**config.mk**
```make
export PLATFORM = sky130hd
export DESIGN_NAME = mscan_unit
export DESIGN_NICKNAME = d
export VERILOG_FILES = /design/src/rtl/mscan_pkg.sv /design/src/rtl/mscan_unit.sv
export VERILOG_INCLUDE_DIRS = /design/src /design/src/rtl
export SDC_FILE = /design/constraint.sdc
export NUM_CORES = 1
export LEC_CHECK = 0
export BUFFER_PORTS_ARGS = -buffer_cell sky130_fd_sc_hd__buf_4
export CORE_UTILIZATION = 54
export CTS_CLUSTER_SIZE = 14
export DETAILED_ROUTE_END_ITERATION = 7
export PLACE_DENSITY = 0.86
export SYNTH_ARGS = -nofsm -noshare
export SYNTH_HDL_FRONTEND = slang
export SYNTH_SLANG_ARGS = --single-unit
```
**constraint.sdc**
```tcl
create_clock -name i_clk -period 3.81 [get_ports i_clk]
set_input_delay 0.381 -clock i_clk [delete_from_list [all_inputs] [get_ports i_clk]]
set_output_delay 0.381 -clock i_clk [all_outputs]
set_load 0.005 [all_outputs]
```
**src/rtl/mscan_regs.svh**
```systemverilog
// Purpose: offsets, fields, reset values and timing counts of the memory scan unit
// Assumes: registers reached over a plain byte-wide port
// Notes: bit and field positions below are the register layout
`ifndef MSCAN_REGS_SVH
`define MSCAN_REGS_SVH
`define MSCAN_OFS_CTRL_PRI 2'h0
`define MSCAN_OFS_CTRL_SRC 2'h1
`define MSCAN_OFS_STATUS 2'h2
`define MSCAN_BIT_ENABLE 0
`define MSCAN_BIT_NMI_TRIGGER_ENABLE 1
`define MSCAN_BIT_SOFTRST 7
`define MSCAN_BIT_BUSY 0
`define MSCAN_BIT_PASS 1
`define MSCAN_SEL_LSB 0
`define MSCAN_POL_LSB 4
`define MSCAN_POL_PRIORITY 2'h0
`define MSCAN_SEL_ALL 2'h0
`define MSCAN_SEL_LDR_APP 2'h1
`define MSCAN_SEL_LDR 2'h2
`define MSCAN_CRC_POLY 16'h1021
`define MSCAN_CRC_INIT 16'hFFFF
`define MSCAN_START_DELAY 2'h3
`define MSCAN_FETCH_DIV 2'h3
`define MSCAN_NMI_VECTOR 8'h00
`endif

```
**src/rtl/mscan_pkg.sv**
```systemverilog
// Purpose: types of the memory scan unit
// Assumes: constants live in mscan_regs.svh
// Notes: none
package mscan_pkg;
  typedef enum logic [2:0] {
    MSCAN_IDLE = 3'b000,
    MSCAN_DELAY = 3'b001,
    MSCAN_FETCH = 3'b010,
    MSCAN_WAIT = 3'b011,
    MSCAN_BYTE0 = 3'b100,
    MSCAN_BYTE1 = 3'b101
  } mscan_state_t;

  typedef struct packed {
    logic [7:0] addr;
    logic [7:0] wdata;
    logic wr;
    logic rd;
  } mscan_bus_t;

  typedef struct packed {
    mscan_state_t st;
    logic [1:0] dly;
    logic [1:0] div;
    logic [1:0] byte_idx;
    logic [15:0] crc;
    logic [15:0] word;
    logic [15:0] stored;
    logic enable;
    logic nmi_trigger_enable;
    logic nmi;
    logic [1:0] policy;
    logic [1:0] sel;
    logic busy;
    logic pass;
    logic stop_at_end;
    logic boot_scan;
    logic hold_rst;
    logic rd_pend;
    logic [7:0] rdata;
    logic [15:0] faddr;
    logic freq;
    logic stall;
    logic soft_pend;
  } mscan_state_vec_t;
endpackage

```
**src/rtl/mscan_unit.sv**
```systemverilog
// Purpose: background crc-16 check of a program flash section
// Assumes: flash answers a word request in the same cycle (combinational read data)
// Notes: section end addresses come in as word addresses from the fuse logic
`include "mscan_regs.svh"
module mscan_unit #(
  parameter int AW = 16
) (
  input wire logic i_clk,
  input wire logic i_rst,
  input wire logic [7:0] i_addr,
  input wire logic [7:0] i_wdata,
  input wire logic i_wr,
  input wire logic i_rd,
  output logic [7:0] o_rdata,
  input wire logic i_sleep,
  input wire logic i_boot_scan,
  input wire logic [1:0] i_boot_sel,
  input wire logic [AW-1:0] i_last_program_address,
  input wire logic [AW-1:0] i_loader_end_fuse,
  input wire logic [AW-1:0] i_app_end_fuse,
  input wire logic [15:0] i_flash_rdata,
  output logic [AW-1:0] o_flash_addr,
  output logic o_flash_req,
  output logic o_cpu_stall,
  output logic o_hold_reset,
  output logic o_nmi
);
  mscan_pkg::mscan_state_vec_t s_q, s_d;
  logic [AW-1:0] last_word;
  logic [7:0] cur_byte;
  logic [15:0] crc_next;
  logic wr_pri, wr_src, at_last;

  // word address of the last word of the chosen section
  always_comb begin
    unique case (s_q.sel)
      `MSCAN_SEL_LDR_APP: last_word = i_app_end_fuse;
      `MSCAN_SEL_LDR: last_word = i_loader_end_fuse;
      default: last_word = i_last_program_address;
    endcase
  end

  // big-endian byte order within a word keeps byte 0 first
  assign cur_byte = (s_q.byte_idx[0]) ? s_q.word[7:0] : s_q.word[15:8];
  assign at_last = (s_q.faddr[AW-1:0] == last_word);

  // bitwise ccitt step, msb first
  always_comb begin
    logic [15:0] c;
    c = s_q.crc;
    for (int b = 7; b >= 0; b--) begin
      if (c[15] ^ cur_byte[b]) begin
        c = {c[14:0], 1'b0} ^ `MSCAN_CRC_POLY;
      end else begin
        c = {c[14:0], 1'b0};
      end
    end
    crc_next = c;
  end

  assign wr_pri = i_wr && i_addr == {6'h00, `MSCAN_OFS_CTRL_PRI};
  assign wr_src = i_wr && i_addr == {6'h00, `MSCAN_OFS_CTRL_SRC};

  always_comb begin
    s_d = s_q;
    s_d.freq = 1'b0;
    s_d.rd_pend = 1'b0;
    s_d.rdata = 8'h00;
    // soft reset clears registers one cycle after the strobe
    if (s_q.soft_pend) begin
      s_d.soft_pend = 1'b0;
      s_d.enable = 1'b0;
      s_d.policy = 2'h0;
      s_d.sel = 2'h0;
      s_d.busy = 1'b0;
      s_d.pass = 1'b0;
      s_d.stop_at_end = 1'b0;
      s_d.st = mscan_pkg::MSCAN_IDLE;
    end
    if (wr_pri && !s_q.nmi) begin
      if (i_wdata[`MSCAN_BIT_SOFTRST] && (!s_q.nmi_trigger_enable || !s_q.busy)) begin
        s_d.soft_pend = 1'b1;
      end
      if (i_wdata[`MSCAN_BIT_NMI_TRIGGER_ENABLE] && !s_q.busy) begin
        s_d.nmi_trigger_enable = 1'b1;
      end
      if (i_wdata[`MSCAN_BIT_ENABLE]) begin
        s_d.enable = 1'b1;
        s_d.stop_at_end = 1'b0;
        s_d.pass = 1'b0;
        s_d.busy = 1'b1;
        s_d.dly = `MSCAN_START_DELAY;
        s_d.st = mscan_pkg::MSCAN_DELAY;
      end else if (s_q.busy) begin
        s_d.stop_at_end = 1'b1;
      end else begin
        s_d.enable = 1'b0;
      end
    end
    if (wr_src && !s_q.busy && !s_q.nmi) begin
      s_d.policy = i_wdata[`MSCAN_POL_LSB +: 2];
      s_d.sel = i_wdata[`MSCAN_SEL_LSB +: 2];
    end
    if (i_rd) begin
      s_d.rd_pend = 1'b1;
      unique case (i_addr)
        {6'h00, `MSCAN_OFS_CTRL_PRI}: s_d.rdata = {6'h00, s_q.nmi_trigger_enable, s_q.enable};
        {6'h00, `MSCAN_OFS_CTRL_SRC}: s_d.rdata = {2'h0, s_q.policy, 2'h0, s_q.sel};
        // pass masked while busy
        {6'h00, `MSCAN_OFS_STATUS}: s_d.rdata = {6'h00, s_q.pass & ~s_q.busy, s_q.busy};
        default: s_d.rdata = 8'h00;
      endcase
    end
    // sleep freezes the sequencer in place, including the start delay
    if (!i_sleep && !s_q.soft_pend) begin
      unique case (s_q.st)
        mscan_pkg::MSCAN_IDLE: ;
        mscan_pkg::MSCAN_DELAY: begin
          if (s_q.dly == 2'h1) begin
            s_d.st = mscan_pkg::MSCAN_FETCH;
            s_d.crc = `MSCAN_CRC_INIT;
            s_d.faddr = '0;
            s_d.byte_idx = 2'h0;
            s_d.div = 2'h0;
          end else begin
            s_d.dly = s_q.dly - 2'h1;
          end
        end
        mscan_pkg::MSCAN_FETCH: begin
          if (s_q.div == `MSCAN_FETCH_DIV - 2'h1) begin
            s_d.freq = 1'b1;
            s_d.word = i_flash_rdata;
            s_d.div = 2'h0;
            s_d.st = mscan_pkg::MSCAN_BYTE0;
          end else begin
            s_d.div = s_q.div + 2'h1;
          end
        end
        mscan_pkg::MSCAN_BYTE0: begin
          s_d.crc = crc_next;
          s_d.byte_idx = 2'h1;
          s_d.st = mscan_pkg::MSCAN_BYTE1;
        end
        mscan_pkg::MSCAN_BYTE1: begin
          s_d.crc = crc_next;
          s_d.byte_idx = 2'h0;
          if (at_last) begin
            // crc over data plus stored checksum leaves zero on a match
            s_d.busy = 1'b0;
            s_d.pass = (crc_next == 16'h0000);
            if (crc_next != 16'h0000) begin
              s_d.pass = 1'b0;
              if (s_q.nmi_trigger_enable) s_d.nmi = 1'b1;
              if (s_q.boot_scan) s_d.hold_rst = 1'b1;
            end
            s_d.boot_scan = 1'b0;
            if (s_q.stop_at_end) s_d.enable = 1'b0;
            s_d.stop_at_end = 1'b0;
            s_d.st = mscan_pkg::MSCAN_IDLE;
          end else begin
            s_d.faddr = s_q.faddr + 1'b1;
            s_d.st = mscan_pkg::MSCAN_FETCH;
          end
        end
        default: s_d.st = mscan_pkg::MSCAN_IDLE;
      endcase
    end
    // reset-time scan is captured on the first cycle after release
    if (s_q.boot_scan && s_q.st == mscan_pkg::MSCAN_IDLE && !s_q.busy && !s_q.hold_rst) begin
      if (i_boot_scan) begin
        s_d.enable = 1'b1;
        s_d.policy = 2'h1;
        s_d.sel = i_boot_sel;
        s_d.busy = 1'b1;
        s_d.pass = 1'b0;
        s_d.dly = 2'h1;
        s_d.st = mscan_pkg::MSCAN_DELAY;
      end else begin
        s_d.boot_scan = 1'b0;
      end
    end
    // processor held off for the priority check except during the start delay, and for the whole reset-time scan, its delay included
    s_d.stall = s_d.busy && s_d.policy == `MSCAN_POL_PRIORITY && s_d.st != mscan_pkg::MSCAN_DELAY;
    if (s_q.boot_scan) s_d.stall = 1'b1;
  end

  always_ff @(posedge i_clk or posedge i_rst) begin
    if (i_rst) begin
      s_q <= '0;
      s_q.st <= mscan_pkg::MSCAN_IDLE;
      s_q.crc <= `MSCAN_CRC_INIT;
      s_q.pass <= 1'b1;
      s_q.boot_scan <= 1'b1;
    end else begin
      s_q <= s_d;
    end
  end

  assign o_rdata = s_q.rdata;
  assign o_flash_addr = s_q.faddr;
  assign o_flash_req = s_q.freq;
  assign o_cpu_stall = s_q.stall;
  assign o_hold_reset = s_q.hold_rst;
  assign o_nmi = s_q.nmi;
endmodule
```
---- After elaboration in Yosys (flattened, before gate mapping) ----
Index checks and enable logic that the tools add are counted.
storage, ports and cells
  bits in registers ....................... 80
  bits of input ports ..................... 88
  output and inout port bits .............. 28
  word-level logic and storage cells ...... 157
operators by class
  add/subtract/negate cells ............... 3
  equal/unequal tests ..................... 14
  muxes and demuxes ....................... 66
  bitwise logic cells ..................... 18
  reduce and logical (&&, ||, !) cells .... 35
operator list
  operator                                                          count
  13-bit two-way mux                                                8
  16-bit two-way mux                                                4
  16-bit one-hot mux with 2 select lines                            2
  18-bit one-hot mux with 3 select lines                            1
  41-bit two-way mux                                                1
  5-bit two-way mux                                                 7
  3-bit inverter                                                    8
  1-bit two-way mux                                                 23
  20-bit two-way mux                                                1
  6-bit two-way mux                                                 3
  6-bit one-hot mux with 3 select lines                             1
  16-bit by 1-bit adder with 16-bit output (second input constant)  1
  16-bit == test                                                    1
  16-bit logical NOT                                                1
  16-bit nonzero test                                               1
  3-bit one-hot mux with 5 select lines                             1
  1-bit logical AND                                                 13
  2-bit two-way mux                                                 6
  3-bit two-way mux                                                 4
  5-bit AND reduction                                               2
  3-bit AND reduction                                               3
  8-bit by 1-bit == test with 1-bit output (second input constant)  1
  8-bit by 2-bit == test with 1-bit output (second input constant)  1
  8-bit logical NOT                                                 1
  24 further kinds                                                  41

---- Depth between registers and ports, before layout ----
  depth after elaboration ................. 28
  gate-level depth with buffers ........... 12
  mapped depth without buffers ............ 9

---- Worst setup path after synthesis ----
Ideal clock, no wire load.
  path type ............................... reg2reg
  start ................................... reg s_q[33] in the netlist's numbering
  end ..................................... reg s_q[39] in the netlist's numbering
  setup time .............................. 124 ps
  arrival ................................. 2529 ps
  required time ........................... 3686 ps
  setup slack ............................. 1157 ps
  cell stages (with the launch flop) ...... 12
  buffers on the path ..................... 2
  clock period less this slack ............ 2653 ps
  cell sequence ........................... dfrtp_1 inv_1 ha_1 buf_6 a221oi_1 or3_1 nand4_1 or4_1 buf_6 nor3_4 a21oi_1 or2_1
RTL lines
  what         RTL line          RTL
  from (decl)  mscan_unit.sv:28  mscan_pkg::mscan_state_vec_t s_q, s_d;

==> flow_summary.yaml <==
grt:
  grt_first_pass_wirelength_um: 17900
  grt_max_degree: 54
  grt_usage: 0.251
  grt_pass1_vias: 3959
  antenna_found_initial: 0
  globalRoute.totalOverflow: 0
min_path:
  hold_class: "input pin to asynchronous set/reset pin"
cts:
  clkLatencyLatePin_ns: 0.36
  cts_setup_buffers: 0
  cts_buffer_depth: 2
  clock-sinks: 75
  cts_buffers: 9
  clk_pin_slew_ns: 0.09
  cts_root_buf: "clkbuf_8"
  post_cts_resized: 0
  htree_levels: 3
  hold_buffers: 0
  cts_tree: "yes"
floorplanning:
  dieArea_um2: 9110
  io_pins: 116
  die_h_um: 95.5
  die_w_um: 95.5
  start_util: 0.566
  core_area_um2: 8340
  row_count: 33
critical_path:
  rr_worst_depth: 9
  cp.arrival_ns: 3.52
  cp_max_fo: 18
  end_kind: "flip-flop"
  r2r_slack_ns: 0.54
  critPathKind: "flip-flop to flip-flop"
  r2r-start: "s_q[34]"
  start_kind: "flip-flop"
  required_ns: 4.06
  r2r_end: "s_q[39]"
detailed_routing:
  drc_errors: 0
  ant_nets: 0
  drt_wl_total_um: 10900
  first_pass_iters: 5
  wl_per_cell_um: 15.4
  vias: 4162
  drtIter0Drc: 212
  viasPerCell: 5.90
timing:
  worst_pin_slew_ns: 0.695
  rsz0062_at_grt: "false"
  max_slew_margin: 0.536
  setup_tns_ns: 0
  fmax_mhz: 306
  maxSlewViolCount: 0
  finClkSkew_ns: 0.0127
  period_minus_slack_ns: 3.27
  fin_crit_sh: 0.858
  setup_violations: 0
  hold_viol: 0
power_and_ir_drop:
  p_int_mw: 2.18
  seqPwrFrac: 0.361
  p_comb_frac: 0.477
  p_sw_mw: 1.53
  swShare: 0.411
  power_mw: 3.71
  p_per_area_nw_per_um2: 664
  power_frac_clock: 0.162
  peakVddDrop_uv: 388
  p_leak_nw: 2.55
finish:
  fin_area_um2: 5590
  layout_commonest_cell: "buf_4"
  antennaDiodeCount: 0
  layout_common_cells: "buf_4 (114), nand2_1 (76), dfrtp_1 (57)"
  drive_above_1_share: 0.273
  area_delta_synth_final_pct: 18.5
  finalCoreUtilization: 0.670
  nets: 689
synthesis:
  synth_cells: 514
  avgSynthCellArea_um2: 9.18
  seq_area_frac_synth: 0.403
  synth_edf_count: 0
  ys_warn_count: 0
  ys_ff_latch: 75
  synthFlopType: "dfrtp_1"
  netlist_area_um2: 4720
  yosysUniqueCellTypes: 66
  ys_async_sr_fraction: 1.00
job:
  max_cap_violations: 0
placed_design:
  placed_area_um2: 5400
  place.gp.congestion: 0.872
  dp.final_hpwl_um: 7950
  io_buffer_count: 108
run_status:
  status: "complete, no violations"
[area by class of cell]
class                   count  area [um2]
fillers                   638        2750
flip-flops and latches     75        1900
inverters                  17        63.8
well taps                 105         131
multi-input cells         379        2440
clock inverters             7        70.1
repair buffers            114         856
clock buffers               9         124
[cells by family after synthesis]
group	Yosys count	synth area share
other	1	0.000795
buffers and inverters	63	0.0814
AND/OR/NAND/NOR	220	0.245
XOR/XNOR	25	0.0464
multiplexers	15	0.0324
adder cells (fa/ha/maj)	5	0.0133
flip-flops	75	0.403
AO/OA/AOI/OAI	110	0.178
[per-layer routing]
metal	global-route usage	vias up	part of all wire
met3	0.0439	21	0.057
met5	0	-	0
li1	-	1984	-
met1	0.317	1994	0.44
met2	0.421	163	0.49
met4	0.111	0	0.019
[worst max-delay path, cell delays in order, from the launching register on]
cell and delay (ns):
dfrtp_1 0.43, ha_1 0.62, buf_4 0.30, nand2_1 0.07
o211ai_1 0.09, nand4_1 0.11, or4_1 0.77, nor3_4 0.44
a21oi_1 0.11, or2_1 0.21
[power groups by stage]
stage | Clock, mW | Sequential (mW) | Combinational, mW
after CTS | 0.610 | 1.33 | 1.77
after global routing | 0.644 | 1.37 | 1.97
after global placement | 0 | 1.33 | 1.69
after detailed placement | 0 | 1.34 | 1.76
after floorplan | 0 | 1.22 | 1.56
final | 0.601 | 1.34 | 1.77
[sequential cells by signal, indices dropped and copies added, names as in the netlist]
| register | flops |
|---|---|
| o_flash_req | 1 |
| o_cpu_stall | 1 |
| o_nmi | 1 |
| o_rdata | 4 |
| s_q | 51 |
| o_flash_addr | 16 |
| o_hold_reset | 1 |
[Yosys cell counts, types with 12 or more instances]
library cell  instances  share of area
a21oi_1              18          0.019
buf_4                25          0.040
clkbuf_1             12         0.0095
dfrtp_1              57           0.30
dfstp_2              18           0.10
inv_1                16          0.013
mux2i_1              13          0.028
nand2_1              76          0.060
nand3_1              14          0.015
nor2_1               30          0.024
nor2b_1              20          0.027
nor3_1               12          0.013
o21ai_0              22          0.023
o22a_1               12          0.022
or3_1                16          0.021
xnor2_1              15          0.028
[per-stage QoR]
| stage | std cells | worst slack, ns | hold slack, ns |
|---|---|---|---|
| after global placement | 690 | 0.629 | 0.443 |
| after CTS | 706 | 0.535 | 0.0602 |
| after global routing | 706 | 0.280 | 0.0871 |
| final | 706 | 0.539 | 0.0539 |
| after floorplan | 517 | 1.16 | 0.445 |
| after detailed placement | 690 | 0.544 | 0.451 |
[worst max path at each step]
stage,from,to,slack (ns)
finish,s_q[34],s_q[39],0.54
global route,s_q[33],o_flash_addr[5],0.28
CTS,s_q[33],s_q[39],0.53
detailed placement,s_q[33],s_q[39],0.54
global placement,s_q[33],s_q[39],0.63
floorplan,s_q[33],s_q[39],1.16
(Power assumes the default switching activity.)
